`config.mk`:
```
export PLATFORM = sky130hd
export DESIGN_NAME = apmc_device_flat
export DESIGN_NICKNAME = d
export VERILOG_FILES = /design/src/apmc_pkg.sv /design/src/apmc_if.sv /design/src/apmc_device.sv /design/src/flat_wrapper.sv
export SDC_FILE = /design/constraint.sdc
export NUM_CORES = 1
export LEC_CHECK = 0
export BUFFER_PORTS_ARGS = -buffer_cell sky130_fd_sc_hd__buf_4
export CAP_MARGIN = 20
export CORE_UTILIZATION = 50
export DETAILED_ROUTE_END_ITERATION = 16
export PLACE_DENSITY = 0.66
export SYNTH_ARGS = -nofsm -noshare
export SYNTH_HDL_FRONTEND = slang
export SYNTH_SLANG_ARGS = --single-unit
```
`constraint.sdc`:
```
create_clock -name sys_clk_i -period 5 [get_ports sys_clk_i]
set_clock_uncertainty 0.1 [all_clocks]
set_input_delay 0.25 -clock sys_clk_i [delete_from_list [all_inputs] [get_ports sys_clk_i]]
set_output_delay 0.25 -clock sys_clk_i [all_outputs]
set_load 0.05 [all_outputs]
```
`src/apmc_pkg.sv`:
```
// Function
// - supply-up starts in standby until commanded
// - measure bit D3 at 0x2d starts sampling
// - clearing measure bit returns to standby
// - registers stay accessible during standby
// - host configures first, then sets measure
// - sensing off in standby, on in measurement
// - rate code doubles rate per step
// - low-power bit lowers internal sampling rate
// - low power only with codes 0111..1100
// - host writes thresholds, then autosleep plus pairing
// - autosleep samples below 8 Hz
// - standby keeps buffered samples readable
// - first data after period plus 1.1 ms
package apmc_pkg;
   localparam int          DATA_W            = 8;
   localparam int          ADDR_W            = 8;
   // device register map
   localparam logic [7:0]  ADDR_INACT_THRESH = 8'h25;
   localparam logic [7:0]  ADDR_INACT_TIME   = 8'h26;
   localparam logic [7:0]  ADDR_RATE_CTRL    = 8'h2c;
   localparam logic [7:0]  ADDR_POWER_CTRL   = 8'h2d;
   localparam logic [7:0]  ADDR_SAMPLE_DATA  = 8'h32;
   localparam logic [7:0]  ADDR_BUF_LEVEL    = 8'h39;
   // field positions
   localparam int          RATE_LOW_POWER    = 4;
   localparam int          PWR_MEASURE       = 3;
   localparam int          PWR_AUTO_SLEEP    = 4;
   localparam int          PWR_PAIR          = 5;
   // reset values
   localparam logic [7:0]  RST_INACT_THRESH  = 8'h00;
   localparam logic [7:0]  RST_INACT_TIME    = 8'h00;
   localparam logic [7:0]  RST_RATE_CTRL     = 8'h0a;
   localparam logic [7:0]  RST_POWER_CTRL    = 8'h00;
   // rate codes
   localparam logic [3:0]  RATE_CODE_MAX     = 4'hf;
   localparam logic [3:0]  RATE_LP_LO        = 4'h7;
   localparam logic [3:0]  RATE_LP_HI        = 4'hc;
   localparam logic [3:0]  SLEEP_RATE_CODE   = 4'h6;
   // sample buffer
   localparam int          BUF_DEPTH         = 32;
   localparam int          BUF_AW            = 5;
   // timing
   localparam int          CLK_MHZ           = 40;
   localparam int          TOP_RATE_HZ       = 3200;
   localparam int          TURNON_US         = 1100;
   localparam logic [31:0] BASE_PERIOD_CYC   = 32'(CLK_MHZ * 1000000 / TOP_RATE_HZ);
   localparam logic [31:0] TURNON_CYC        = 32'(TURNON_US * CLK_MHZ);
   // host software map
   localparam logic [3:0]  HOFS_RATE         = 4'h0;
   localparam logic [3:0]  HOFS_THRESH       = 4'h1;
   localparam logic [3:0]  HOFS_TIME         = 4'h2;
   localparam logic [3:0]  HOFS_POWER        = 4'h3;
   localparam logic [3:0]  HOFS_CTRL         = 4'h4;
   localparam logic [3:0]  HOFS_STATUS       = 4'h5;
   localparam logic [3:0]  HOFS_RAW_ADDR     = 4'h6;
   localparam logic [3:0]  HOFS_RAW_DATA     = 4'h7;
   localparam int          CTRL_START        = 0;
   localparam int          CTRL_RAW_RD       = 1;
   localparam int          CTRL_RAW_WR       = 2;
endpackage

```
`src/apmc_if.sv`:
```
`timescale 1ns/1ps
`default_nettype none
interface apmc_if;
   logic                        wr_stb;
   logic                        rd_stb;
   logic [apmc_pkg::ADDR_W-1:0] addr;
   logic [apmc_pkg::DATA_W-1:0] wdata;
   logic [apmc_pkg::DATA_W-1:0] rdata;

   modport device (input wr_stb, input rd_stb, input addr, input wdata, output rdata);
   modport host   (output wr_stb, output rd_stb, output addr, output wdata, input rdata);
endinterface
`default_nettype wire

```
`src/apmc_device.sv`:
```
`timescale 1ns/1ps
`default_nettype none
module apmc_device #(
   parameter logic [31:0] BASE_PERIOD_CYC = apmc_pkg::BASE_PERIOD_CYC,
   parameter logic [31:0] TURNON_CYC      = apmc_pkg::TURNON_CYC
) (
   input  wire logic                        sys_clk_i,
   input  wire logic                        rst_n_i,
   apmc_if.device                           link,
   input  wire logic [apmc_pkg::DATA_W-1:0] accel_i,
   output logic                             measuring_o,
   output logic                             asleep_o,
   output logic                             sense_on_o,
   output logic                             conv_stb_o,
   output logic                             sample_rdy_o,
   output logic [apmc_pkg::DATA_W-1:0]      sample_o
);
   import apmc_pkg::*;

   typedef enum logic [3:0] {
      ST_STBY  = 4'b0001,
      ST_WAKE  = 4'b0010,
      ST_RUN   = 4'b0100,
      ST_SLEEP = 4'b1000
   } apmc_dev_state_t;

   apmc_dev_state_t     state_reg;
   logic [7:0]          thresh_reg;
   logic [7:0]          time_reg;
   logic [7:0]          rate_reg;
   logic [7:0]          power_reg;
   logic [31:0]         timer_reg;
   logic [7:0]          idle_cnt_reg;
   logic [7:0]          buf_mem [BUF_DEPTH];
   logic [BUF_AW-1:0]   wr_ptr_reg;
   logic [BUF_AW-1:0]   rd_ptr_reg;
   logic [BUF_AW:0]     level_reg;

   logic                measure;
   logic                auto_en;
   logic                inactive;
   logic                idle_hit;
   logic                active;
   logic                sample_tick;
   logic                push;
   logic                pop;
   logic [7:0]          accel_mag;
   logic [31:0]         run_period;

   // output period in clock cycles, halving per code step up
   function automatic logic [31:0] period_cyc(input logic [3:0] code);
      period_cyc = BASE_PERIOD_CYC << (RATE_CODE_MAX - code);
   endfunction

   ////////////////////////////////////////////////////////////////////////////////
   assign measure     = power_reg[PWR_MEASURE];
   assign auto_en     = power_reg[PWR_AUTO_SLEEP] & power_reg[PWR_PAIR] & measure;
   assign accel_mag   = accel_i[7] ? 8'(-accel_i) : accel_i;
   assign inactive    = accel_mag < thresh_reg;
   assign idle_hit    = inactive && (time_reg != 8'h00) && ((idle_cnt_reg + 8'h01) >= time_reg);
   assign active      = (state_reg != ST_STBY) && measure;
   assign sample_tick = active && (timer_reg <= 32'h1);
   assign run_period  = period_cyc(rate_reg[3:0]);
   assign push        = sample_tick && (level_reg != (BUF_AW+1)'(BUF_DEPTH));
   assign pop         = link.rd_stb && (link.addr == ADDR_SAMPLE_DATA) && (level_reg != '0);

   ////////////////////////////////////////////////////////////////////////////////
   // register writes are taken in every mode
   always_ff @(posedge sys_clk_i or negedge rst_n_i) begin
      if (!rst_n_i) begin
         thresh_reg <= RST_INACT_THRESH;
         time_reg   <= RST_INACT_TIME;
         rate_reg   <= RST_RATE_CTRL;
         power_reg  <= RST_POWER_CTRL;
      end else if (link.wr_stb) begin
         unique case (link.addr)
            ADDR_INACT_THRESH: thresh_reg <= link.wdata;
            ADDR_INACT_TIME:   time_reg   <= link.wdata;
            ADDR_RATE_CTRL:    rate_reg   <= link.wdata;
            ADDR_POWER_CTRL:   power_reg  <= link.wdata;
            default: ;
         endcase
      end
   end

   // read data stand in the cycle after the strobe
   always_ff @(posedge sys_clk_i or negedge rst_n_i) begin
      if (!rst_n_i) begin
         link.rdata <= '0;
      end else if (link.rd_stb) begin
         unique case (link.addr)
            ADDR_INACT_THRESH: link.rdata <= thresh_reg;
            ADDR_INACT_TIME:   link.rdata <= time_reg;
            ADDR_RATE_CTRL:    link.rdata <= rate_reg;
            ADDR_POWER_CTRL:   link.rdata <= power_reg;
            ADDR_SAMPLE_DATA:  link.rdata <= (level_reg != '0) ? buf_mem[rd_ptr_reg] : 8'h00;
            ADDR_BUF_LEVEL:    link.rdata <= 8'(level_reg);
            default:           link.rdata <= 8'h00;
         endcase
      end
   end

   ////////////////////////////////////////////////////////////////////////////////
   always_ff @(posedge sys_clk_i or negedge rst_n_i) begin
      if (!rst_n_i) begin
         state_reg <= ST_STBY;
         timer_reg <= '0;
      end else if (!measure) begin
         state_reg <= ST_STBY;
         timer_reg <= '0;
      end else begin
         unique case (state_reg)
            ST_STBY: begin
               state_reg <= ST_WAKE;
               timer_reg <= run_period + TURNON_CYC;
            end
            ST_WAKE: begin
               if (timer_reg <= 32'h1) begin
                  state_reg <= ST_RUN;
                  timer_reg <= run_period;
               end else begin
                  timer_reg <= timer_reg - 32'h1;
               end
            end
            ST_RUN: begin
               if (timer_reg <= 32'h1) begin
                  if (auto_en && idle_hit) begin
                     state_reg <= ST_SLEEP;
                     timer_reg <= period_cyc(SLEEP_RATE_CODE);
                  end else begin
                     timer_reg <= run_period;
                  end
               end else begin
                  timer_reg <= timer_reg - 32'h1;
               end
            end
            ST_SLEEP: begin
               // motion or loss of the autosleep or pairing bit ends sleep through a fresh turn-on
               if (!auto_en || ((timer_reg <= 32'h1) && !inactive)) begin
                  state_reg <= ST_WAKE;
                  timer_reg <= run_period + TURNON_CYC;
               end else if (timer_reg <= 32'h1) begin
                  timer_reg <= period_cyc(SLEEP_RATE_CODE);
               end else begin
                  timer_reg <= timer_reg - 32'h1;
               end
            end
         endcase
      end
   end

   // consecutive quiet samples, counted only while running
   always_ff @(posedge sys_clk_i or negedge rst_n_i) begin
      if (!rst_n_i) begin
         idle_cnt_reg <= '0;
      end else if (state_reg != ST_RUN) begin
         idle_cnt_reg <= '0;
      end else if (sample_tick) begin
         if (!inactive) begin
            idle_cnt_reg <= '0;
         end else if (idle_cnt_reg != 8'hff) begin
            idle_cnt_reg <= idle_cnt_reg + 8'h01;
         end
      end
   end

   ////////////////////////////////////////////////////////////////////////////////
   // full-power running converts twice per output period; low power, wake and sleep once
   always_ff @(posedge sys_clk_i or negedge rst_n_i) begin
      if (!rst_n_i) begin
         conv_stb_o   <= 1'b0;
         sense_on_o   <= 1'b0;
         measuring_o  <= 1'b0;
         asleep_o     <= 1'b0;
         sample_rdy_o <= 1'b0;
         sample_o     <= '0;
      end else begin
         conv_stb_o   <= sample_tick ||
                         (active && !rate_reg[RATE_LOW_POWER] && (state_reg == ST_RUN) &&
                          (timer_reg == (run_period >> 1)));
         sense_on_o   <= active;
         measuring_o  <= measure;
         asleep_o     <= (state_reg == ST_SLEEP) && measure;
         sample_rdy_o <= sample_tick;
         if (sample_tick) begin
            sample_o <= accel_i;
         end
      end
   end

   ////////////////////////////////////////////////////////////////////////////////
   // sample buffer: standby never writes it; a full buffer drops new samples
   always_ff @(posedge sys_clk_i) begin
      if (push) begin
         buf_mem[wr_ptr_reg] <= accel_i;
      end
   end

   always_ff @(posedge sys_clk_i or negedge rst_n_i) begin
      if (!rst_n_i) begin
         wr_ptr_reg <= '0;
         rd_ptr_reg <= '0;
         level_reg  <= '0;
      end else begin
         if (push) begin
            wr_ptr_reg <= wr_ptr_reg + 1'b1;
         end
         if (pop) begin
            rd_ptr_reg <= rd_ptr_reg + 1'b1;
         end
         if (push && !pop) begin
            level_reg <= level_reg + 1'b1;
         end else if (pop && !push) begin
            level_reg <= level_reg - 1'b1;
         end
      end
   end
endmodule
`default_nettype wire

```
`src/flat_wrapper.sv`:
```
// flat-port wrapper written by rule: the top's interface ports become plain ports
module apmc_device_flat import apmc_pkg::*;
#(
   parameter logic [31:0] BASE_PERIOD_CYC = apmc_pkg::BASE_PERIOD_CYC,
   parameter logic [31:0] TURNON_CYC      = apmc_pkg::TURNON_CYC
)
  (sys_clk_i, rst_n_i, accel_i, measuring_o, asleep_o, sense_on_o, conv_stb_o, sample_rdy_o, sample_o, link_wr_stb, link_rd_stb, link_addr, link_wdata, link_rdata);
  apmc_if link_i ();
  input  wire logic sys_clk_i;
  input  wire logic rst_n_i;
  input  wire logic [apmc_pkg::DATA_W-1:0] accel_i;
  output logic measuring_o;
  output logic asleep_o;
  output logic sense_on_o;
  output logic conv_stb_o;
  output logic sample_rdy_o;
  output logic [apmc_pkg::DATA_W-1:0] sample_o;
  input wire logic [$bits(link_i.wr_stb)-1:0] link_wr_stb;
  input wire logic [$bits(link_i.rd_stb)-1:0] link_rd_stb;
  input wire logic [$bits(link_i.addr)-1:0] link_addr;
  input wire logic [$bits(link_i.wdata)-1:0] link_wdata;
  output wire logic [$bits(link_i.rdata)-1:0] link_rdata;
  assign link_i.wr_stb = link_wr_stb;
  assign link_i.rd_stb = link_rd_stb;
  assign link_i.addr = link_addr;
  assign link_i.wdata = link_wdata;
  assign link_rdata = link_i.rdata;
  apmc_device #(.BASE_PERIOD_CYC(BASE_PERIOD_CYC), .TURNON_CYC(TURNON_CYC)) u_core (.sys_clk_i(sys_clk_i), .rst_n_i(rst_n_i), .link(link_i), .accel_i(accel_i), .measuring_o(measuring_o), .asleep_o(asleep_o), .sense_on_o(sense_on_o), .conv_stb_o(conv_stb_o), .sample_rdy_o(sample_rdy_o), .sample_o(sample_o));
endmodule
```
==> impl_metrics.json, run 1 <==
{
  "crit_path_end_kind": "flip-flop",
  "drtAntennaViolNets": 0,
  "start_kind": "flip-flop",
  "die_width_um": 191,
  "finalMaxSlewViolations": 0,
  "synth_top_cell_area_share_pct": 43.3,
  "period_needed_ps": 4300,
  "die_h_um": 191,
  "clkTransAtPathRegs_ps": 60,
  "grt_antenna_before_repair": 1,
  "grt_pass1_vias": 11400,
  "numCtsBuffers": 39,
  "post-route-drc-count": 0,
  "cp_data_required_time_ps": 5310,
  "clk-insertion-delay-late_ps": 540,
  "dr.max_layer_used": "met5",
  "avgSynthCellArea_um2": 13.8,
  "rsz0062_at_grt": "no",
  "setup_viol": 0,
  "synth-edff-count": 256,
  "layout-drive-gt1-share_pct": 20.0,
  "wl_per_cell_um": 23.8,
  "fmax_ghz": 0.232,
  "r2r_setup_slack_ps": 700,
  "arrival_ps": 4610,
  "synth.distinct_cells": 80,
  "placed_cell_area_um2": 18700,
  "syn_inst": 1288,
  "r2r_start": "u_core.timer_reg[14]$_DFF_PN0_",
  "ios": 49,
  "yosys.area.top_type": "edfxtp_1",
  "ir_drop_mv": 0.332,
  "cts_sinks": 369,
  "synthTopCellsByArea": "edfxtp_1 43%, dfrtp_1 15%, mux4_2 10%, xnor2_1 2.9%, ha_1 2.6%",
  "setup_tns_ps": 0,
  "seq_area_frac_synth_pct": 59.2,
  "wl_um": 43800,
  "hold_path.class": "in -> reg",
  "critPathMaxFanout": 9,
  "cap_violations": 0,
  "core_area_um2": 34700,
  "met1_length_um": 18900,
  "num_rows": 68,
  "worst_slew_pin_slew_ps": 1040,
  "gp_congestion": 0.965,
  "cts.repair.resized": 0,
  "synthArstFlopShare_pct": 30.6,
  "synth-seq-cells": 369,
  "route.met3.wl_um": 2700,
  "root_buffer": "clkbuf_16",
  "min_path_cells": 1,
  "synthesis.nets": 1354,
  "synthToLayoutAreaGrowth_pct": 12.9,
  "hold_viol_final": 0,
  "grt_usage_pct": 25.0,
  "overflow": 0,
  "dieArea_um2": 36300,
  "tritoncts": "built",
  "cts_max_path_buffers": 3,
  "drt_iter0_drc": 1028,
  "start_util_pct": 51.2,
  "wl_met2_um": 20900,
  "antenna_cells": 0,
  "syn-cell-area_um2": 17800,
  "synth.yosys.warnings": 0,
  "fin_ws_ps": 696,
  "grt_pass1_wl_um": 68500,
  "hold_start": "accel_i[6]",
  "leakagePower_nw": 7.25,
  "status": "finished clean",
  "timing_worst_setup_path_type": "reg -> reg",
  "hpwl_um": 29800,
  "r2r-end": "u_core.level_reg[5]$_DFFE_PN0P_",
  "relSlewSlack_pct": 30.1,
  "fin_nets": 1419,
  "port_buffers": 48,
  "hold_end": "u_core.buf_mem[27][6]$_DFFE_PP_",
  "cts-htree-levels": 2,
  "ff2ff_path_depth": 14,
  "vias": 11400,
  "dr.pass1.iters": 7,
  "synth_ff_type": "edfxtp_1",
  "powerDensity_nw_per_um2": 344,
  "fin_area_um2": 20100,
  "post-route-period-util_pct": 86.1,
  "largest_reg_flops": 256,
  "grt_max_degree": 68,
  "viasPerCell": 6.22,
  "place_ws_ps": 788
}
## cell usage in the layout (no fill, tap or decap), types with 11 or more instances in the layout
cell type,n
a21oi_1,44
and3_1,12
buf_4,75
clkbuf_16,39
dfrtp_1,108
edfxtp_1,256
ha_1,37
inv_1,40
mux2_2,39
mux2i_1,16
mux4_2,80
nand2_1,97
nand3_1,21
nor2_1,83
nor3_1,26
nor4_1,21
o21a_1,14
o21ai_0,40
or3_1,11
xnor2_1,58
xor2_1,26
## worst max-delay path by stage
stage                                   startpoint                               to  slack (ps)
finish              u_core.timer_reg[14]$_DFF_PN0_  u_core.level_reg[5]$_DFFE_PN0P_         700
global route        u_core.timer_reg[14]$_DFF_PN0_  u_core.level_reg[5]$_DFFE_PN0P_         440
CTS                 u_core.timer_reg[14]$_DFF_PN0_  u_core.level_reg[5]$_DFFE_PN0P_         740
global placement    u_core.timer_reg[14]$_DFF_PN0_  u_core.level_reg[5]$_DFFE_PN0P_         820
floorplan           u_core.timer_reg[26]$_DFF_PN0_  u_core.level_reg[5]$_DFFE_PN0P_        1080
detailed placement  u_core.timer_reg[14]$_DFF_PN0_  u_core.level_reg[5]$_DFFE_PN0P_         790
## layer usage
layer / up-vias / track usage (%)
li1: 5128 / -
met1: 5754 / 35.4
met2: 449 / 40.2
met3: 86 / 3.31
met4: 2 / 8.12
met5: - / 0
## synth_stat cells, drive strengths merged, types with 9 or more instances
cell type and number:
edfxtp 256, dfrtp 110, nand2 98, nor2 83
mux4 80, xnor2 58, clkbuf 45, a21oi 44
o21ai 42, inv 40, mux2 39, ha 37
nor3 26, xor2 26, nor4 24, nand3 21
buf 20, mux2i 16, o21a 14, and3 12
or3 11, a22oi 10, a31oi 10, nand4 10
a211oi 9, a21o 9, o2111ai 9
## logic make-up after synthesis
group / count (synthesis) / share of synthesized area, %
and+or+nand+nor: 329 / 9.24
AOI/OAI and AO/OA: 227 / 8.91
xor gates and xnor gates: 84 / 4.14
adders and majority gates: 38 / 2.72
muxes: 135 / 13.5
DFF: 369 / 59.2
buffers and inverters: 106 / 2.27
## power by group
group | internal [mW] | switching (mW) | leakage [nW]
clock | 1.60 | 1.20 | 0.594
combinational | 0.259 | 0.469 | 2.85
sequential | 3.31 | 0.0501 | 3.80
## worst max-delay path: stages (launching register included)
cell      delay, ps
dfrtp_1         440
nor4_1          590
nand4_2         380
or4_1           680
a211oi_4        280
ha_1            230
inv_1           120
ha_1            290
a21o_1          180
a21oi_1         230
o21bai_1        100
a21oi_1         190
xnor2_1         140
nor2_1           70
xor2_1          150
## cell type report
cell class,instances,area (um^2)
clock inverter,23,213
timing repair buffer,89,736
clock buffer,47,1010
fill,2747,14700
tap,455,569
sequential,369,10500
inverter,41,154
multi-input combinational,813,6850
## timing repair
action | in CTS | in global routing
hold endpoints to repair | 104 | 0
setup buffers | 0 | 0
endpoints found under the setup margin | 0 | 0
hold buffers | 10 | 0
## through the flow
step / total power, mW / hold WS [ps] / utilization, % / cells
global placement: 4.13 / 339 / 53.9 / 1754
CTS: 6.94 / 34.0 / 57.7 / 1834
detailed placement: 4.14 / 354 / 53.9 / 1754
global route: 7.11 / 53.9 / 57.8 / 1837
floorplan: 3.89 / -146 / - / 1288
finish: 6.89 / 45.0 / 57.8 / 1837
Note: power is estimated with default switching activity, not from simulation.
==> run 2: changes to the inputs <==
ABC_AREA = 1   (was not set)
CTS_BUF_LIST = sky130_fd_sc_hd__clkbuf_8   (was not set)
==> run 2 against run 1 <==
Sequential share of layout area fell by 1.6 points. Die area rose by 4.9%. Critical path depth rose by 2. Fmax rose by 9.8%. Critical path type unchanged. Largest cell class unchanged.
==> impl_metrics.json, run 2 <==
{
  "status": "finished clean",
  "hold_path.class": "in -> reg",
  "min_path_cells": 4,
  "synthToLayoutAreaGrowth_pct": 11.0,
  "dieArea_um2": 38100,
  "avgSynthCellArea_um2": 9.01,
  "yosysMostFrequentCell": "nand2_1",
  "finalMaxSlewViolations": 0,
  "ios": 49,
  "crit_path_end_kind": "flip-flop",
  "yosys.area.top_type": "edfxtp_1",
  "vias": 15200,
  "dp.cells": 2522,
  "viasPerCell": 5.75,
  "relSlewSlack_pct": 30.4,
  "cts_sinks": 369,
  "cap_violations": 0,
  "hold_viol_final": 0,
  "post-route-period-util_pct": 78.4,
  "ff2ff_path_depth": 16,
  "drtAntennaViolNets": 0,
  "syn-cell-area_um2": 18700,
  "port_buffers": 48,
  "stdcell_count": 2645,
  "regArea_um2": 10500,
  "wl_um": 53000,
  "cts_max_path_buffers": 3,
  "cts_post_setup_buffers_inserted": 0,
  "setup_tns_ps": 0,
  "die_h_um": 195,
  "gp_congestion": 0.978,
  "start_kind": "flip-flop",
  "antenna_cells": 0,
  "leakagePower_nw": 8.74,
  "r2r_setup_slack_ps": 1080,
  "numCtsBuffers": 60,
  "drt_iter0_drc": 1392,
  "wl_per_cell_um": 20.0,
  "num_rows": 70,
  "synth.yosys.warnings": 0,
  "tritoncts": "built",
  "start_util_pct": 50.8,
  "period_needed_ps": 3920,
  "yosys-top-cells-count": "409 x nand2_1, 327 x nor2_1, 256 x edfxtp_1",
  "synthTopCellsByArea": "edfxtp_1 41%, dfrtp_1 15%, nand2_1 8.2%, nor2_1 6.6%, o21ai_0 6.5%",
  "grt_pass1_vias": 14800,
  "overflow": 0,
  "critPathMaxFanout": 19,
  "synthesis.nets": 2135,
  "clk-insertion-delay-late_ps": 640,
  "root_buffer": "clkbuf_8",
  "synth_top_cell_area_share_pct": 41.2,
  "arrival_ps": 4380,
  "hpwl_um": 35300,
  "multi_input_area_um2": 7180,
  "r2r-end": "u_core.level_reg[5]$_DFFE_PN0P_",
  "ir_drop_mv": 0.185,
  "fin_nets": 2200,
  "cts-htree-levels": 2,
  "syn_inst": 2069,
  "hold_start": "link_wr_stb",
  "post-route-drc-count": 0,
  "core_area_um2": 36700,
  "dr.pass1.iters": 6,
  "hold_end": "u_core.power_reg[1]$_DFFE_PN0P_",
  "setup_viol": 0,
  "largest_reg_flops": 256,
  "postCtsHoldBufs": 18,
  "cts.repair.resized": 0,
  "synth-edff-count": 256,
  "synth.distinct_cells": 46,
  "worst_slew_pin_slew_ps": 1040,
  "final_cell_mix": "409 x nand2_1, 327 x nor2_1, 256 x edfxtp_1, 243 x o21ai_0, 188 x inv_1",
  "synthArstFlopShare_pct": 30.6,
  "layout-drive-gt1-share_pct": 7.63,
  "powerDensity_nw_per_um2": 331,
  "grt_max_degree": 89,
  "grt_pass1_wl_um": 83200,
  "synth-seq-cells": 369,
  "cp_data_required_time_ps": 5460,
  "clkTransAtPathRegs_ps": 60,
  "timing_worst_setup_path_type": "reg -> reg",
  "rsz0062_at_grt": "no",
  "place_ws_ps": 1160,
  "die_width_um": 195,
  "nFillCells": 3308,
  "fin_ws_ps": 1080,
  "seq_area_frac_synth_pct": 56.4,
  "mostFrequentLayoutCell": "nand2_1",
  "synth_ff_type": "edfxtp_1",
  "r2r_start": "u_core.power_reg[3]$_DFFE_PN0P_",
  "grt_usage_pct": 28.2,
  "fmax_ghz": 0.255,
  "grt_antenna_before_repair": 0
}
run 2: changes by cell type in the layout (fill, tap and decap cells not counted), sizes merged, moves of 16 or more:
cell / change
nand3: +115
xor2: +20
inv: +149
mux2: -39
xnor2: -46
nand2: +315
o211ai: +16
nor4: -20
clkbuf: +16
o21ai: +203
mux4: -80
nor2: +249
o22ai: +37
nand4: +27
run 2: logic make-up (layout without fill, tap and decap cells):
logic type	after synthesis	count (layout)	share of synthesized area [%]
adders and majority gates	38	38	2.59
AOI/OAI and AO/OA	401	401	12.0
muxes	1	1	0.0537
and+or+nand+nor	950	950	21.1
xor gates and xnor gates	58	58	2.72
buffers and inverters	252	360	5.15
DFF	369	369	56.4
run 2: power by group:
part | internal, mW | leakage, nW | switching (mW)
combinational | 0.302 | 4.32 | 0.755
clock | 1.21 | 0.644 | 1.21
sequential | 3.31 | 3.78 | 0.0550
run 2: worst max-delay path, cell delays in order (launching register included):
cell and delay, ps:
dfrtp_1 350, inv_1 230, a31oi_1 680, nand2_4 280, a21oi_4 380, ha_1 220, inv_1 120, ha_1 360
nand2_1 80, nand2_1 60, a31oi_1 200, nor2_1 90, nor2_1 80, o21ai_0 100, or2_2 290, nand2_1 80
xor2_1 140
run 2: per-stage QoR:
step | area (um^2) | power (mW) | util (%) | hold WS (ps)
floorplan | 18700 | 4.09 | - | -146
global placement | 19400 | 4.45 | 52.9 | 250
detailed placement | 19400 | 4.46 | 52.9 | 254
CTS | 20700 | 6.88 | 56.4 | 87.7
global route | 20700 | 7.14 | 56.4 | 154
finish | 20700 | 6.85 | 56.4 | 119
run 2: cell type report:
class	count	area share (%)
Multi-Input combinational cell	1448	34.7
Clock inverter	42	1.06
Inverter	171	3.11
Timing Repair Buffer	84	3.28
Sequential cell	369	50.9
Clock buffer	63	4.19
Tap cell	468	2.83
run 2: worst max path at each step:
stage                                      endpoint  cells after the start  slack [ps]                             from
floorplan           u_core.level_reg[5]$_DFFE_PN0P_                     21        1700    u_core.timer_reg[0]$_DFF_PN0_
global placement    u_core.level_reg[5]$_DFFE_PN0P_                     20        1230    u_core.timer_reg[0]$_DFF_PN0_
detailed placement  u_core.level_reg[5]$_DFFE_PN0P_                     20        1160    u_core.timer_reg[1]$_DFF_PN0_
CTS                 u_core.level_reg[5]$_DFFE_PN0P_                     20        1110    u_core.timer_reg[0]$_DFF_PN0_
global route        u_core.level_reg[5]$_DFFE_PN0P_                     20         850    u_core.timer_reg[0]$_DFF_PN0_
finish              u_core.level_reg[5]$_DFFE_PN0P_                     16        1080  u_core.power_reg[3]$_DFFE_PN0P_
run 2: per-layer routing:
metal  global-route usage [%]  vias to the layer above  wire length [um]
met5                        0                        -                 0
li1                         -                     7211                 -
met1                     36.9                     7377             22300
met3                     3.68                      105              3020
met4                     11.2                        0              1840
met2                     47.6                      522             25900
==> run 3: changes to the inputs <==
ABC_AREA = 0   (was 1)
PLACE_DENSITY = 0.69   (was 0.66)
clock period = 3.44 ns   (was 5 ns; I/O delays follow)
==> run 3 against run 2 <==
The run now ends with negative hold slack left. First-iteration DRC count is 23% lower. Fmax grew 15%. Critical path depth fell by 2. Cell count down 24%. Count of clock-buffer cells in the layout up 3. Combinational power grew 15%. Critical path type unchanged.
==> impl_metrics.json, run 3 (synthesis gave the netlist of run 1 again) <==
{
  "grt.met3_usage_pct": 4.69,
  "final_util_pct": 60.8,
  "port_buffers": 48,
  "met1_usage_pct": 38.2,
  "wl_um": 47600,
  "busiest_layer": "met2",
  "crit_chain": "nor4_4 -> nand4_2 -> or4_4 -> a211oi_4 -> ha_2 -> inv_4 -> ha_4 -> a21o_1 -> a21oi_2 -> o21bai_1 -> a21oi_2 -> xnor2_1 -> nor2_1 -> xor2_1",
  "post-route-drc-count": 0,
  "grt_pass1_vias": 12000,
  "p_total_mw": 9.94,
  "viasPerCell": 6.01,
  "start_util_pct": 51.2,
  "arrival_ps": 3820,
  "post-route-period-util_pct": 99.4,
  "cp_data_required_time_ps": 3840,
  "overflow": 0,
  "ios": 49,
  "fin_nets": 1561,
  "critPathMaxFanout": 5,
  "wl_per_cell_um": 23.9,
  "use_met2_pct": 43.1,
  "grt_max_degree": 74,
  "die_h_um": 191,
  "violations": "negative hold slack",
  "final_cell_mix": "256 x edfxtp_1, 190 x buf_4, 108 x dfrtp_1, 97 x nand2_1, 82 x nor2_1",
  "timing_worst_setup_path_type": "reg -> reg",
  "dieArea_um2": 36300,
  "worst_slew_pin_slew_ps": 995,
  "grt_usage_pct": 27.0,
  "num_rows": 68,
  "fmax_ghz": 0.292,
  "setup_tns_ps": 0,
  "numCtsBuffers": 57,
  "crit_slowest_cell": "or4_4",
  "dr.pass1.iters": 6,
  "layout-drive-gt1-share_pct": 28.2,
  "fin_ws_ps": 20.3,
  "finalMaxSlewViolations": 0,
  "ir_drop_mv": 0.425,
  "hold_viol_final": 1,
  "grt_antenna_before_repair": 0,
  "drt_iter0_drc": 1068,
  "gp_congestion": 0.940,
  "status": "finished, violations left",
  "cts-htree-levels": 2,
  "leakagePower_nw": 8.00,
  "tritoncts": "built",
  "place_ws_ps": -7.00,
  "grt_pass1_wl_um": 73400,
  "die_width_um": 191,
  "hold_path.class": "in -> async",
  "hpwl_um": 32900,
  "setup_viol": 0,
  "period_needed_ps": 3420,
  "stdcell_count": 1997,
  "rsz0062_at_grt": "yes",
  "fin_area_um2": 21100,
  "placed_cell_area_um2": 19700,
  "cp_common_cell": "a21oi_2",
  "start_kind": "flip-flop",
  "antenna_cells": 0,
  "r2r_setup_slack_ps": 20,
  "cts_sinks": 369,
  "dp.cells": 1872,
  "clk-insertion-delay-late_ps": 640,
  "cts_max_path_buffers": 3,
  "clkTransAtPathRegs_ps": 60,
  "critPathMaxStageDelay_ps": 620,
  "whs_ps": -0.315,
  "largest_reg_flops": 256,
  "vias": 12000,
  "cap_violations": 0,
  "synthToLayoutAreaGrowth_pct": 18.8,
  "powerDensity_nw_per_um2": 471,
  "root_buffer": "clkbuf_8",
  "mostFrequentLayoutCell": "edfxtp_1",
  "drtAntennaViolNets": 0,
  "core_area_um2": 34700,
  "crit_path_end_kind": "flip-flop",
  "relSlewSlack_pct": 33.6
}
-- run 3: cell types whose count changed in the layout (fill, tap and decap cells not counted), moves of 16 or more --
cell      before  now
xor2_1        46   26
nor4_1         4   20
o211ai_1      24    8
mux4_2         0   80
mux2_2         0   39
nor2_1       327   82
inv_1        188   53
o21ai_0      243   40
nand2_1      409   97
xnor2_1       12   56
buf_4         65  190
nand3_1      136   21
nand4_1       37    9
o22ai_1       45    7
-- run 3: path summary, 6_finish.rpt --
path / startpoint / to / cells past startpoint
max: u_core.timer_reg[16]$_DFF_PN0_ / u_core.level_reg[5]$_DFFE_PN0P_ / 14
min: rst_n_i / u_core.timer_reg[18]$_DFF_PN0_ / 2
max reg2reg: u_core.timer_reg[16]$_DFF_PN0_ / u_core.level_reg[5]$_DFFE_PN0P_ / 14
min reg2reg: u_core.sample_o[6]$_DFFE_PN0P_ / u_core.sample_o[6]$_DFFE_PN0P_ / 2
max in group asynchronous: rst_n_i / u_core.rate_reg[1]$_DFFE_PN1P_ / 3
min in group sys_clk_i: link_wr_stb / u_core.thresh_reg[5]$_DFFE_PN0P_ / 3
-- run 3: layer usage --
layer / vias up / share of wire (%)
li1: 5415 / -
met1: 6025 / 43
met2: 473 / 48
met3: 89 / 6.8
met4: 0 / 2.6
met5: - / 0
-- run 3: critical path: cells and delay by family (launching register included) --
family | cells | cell delay [ps]
AO/OA/AOI/OAI | 5 | 760
XOR/XNOR | 2 | 270
adder cells (fa/ha/maj) | 2 | 460
buffers and inverters | 1 | 60
flip-flops | 1 | 420
AND/OR/NAND/NOR | 4 | 1230
-- run 3: repair_timing --
| action | in CTS | in global routing |
|---|---|---|
| hold endpoints to repair | 213 | 0 |
| resized for setup | 1 | 13 |
| buffers inserted | 0 | 1 |
| endpoints found under the setup margin | 1 | 25 |
| pin swaps | 0 | 2 |
| hold buffers | 18 | 0 |
-- run 3: where the power goes --
group / internal [mW] / switching [mW]
Combinational: 0.471 / 0.748
Sequential: 4.82 / 0.0575
Clock: 2.07 / 1.77
-- run 3: cell type report --
| cell class | instances | area [um^2] |
|---|---|---|
| Sequential cell | 369 | 10500 |
| Tap cell | 455 | 569 |
| Inverter | 41 | 156 |
| Multi-Input combinational cell | 813 | 6940 |
| Clock buffer | 66 | 908 |
| Fill cell | 2643 | 13600 |
| Clock inverter | 40 | 302 |
| Timing Repair Buffer | 213 | 1710 |
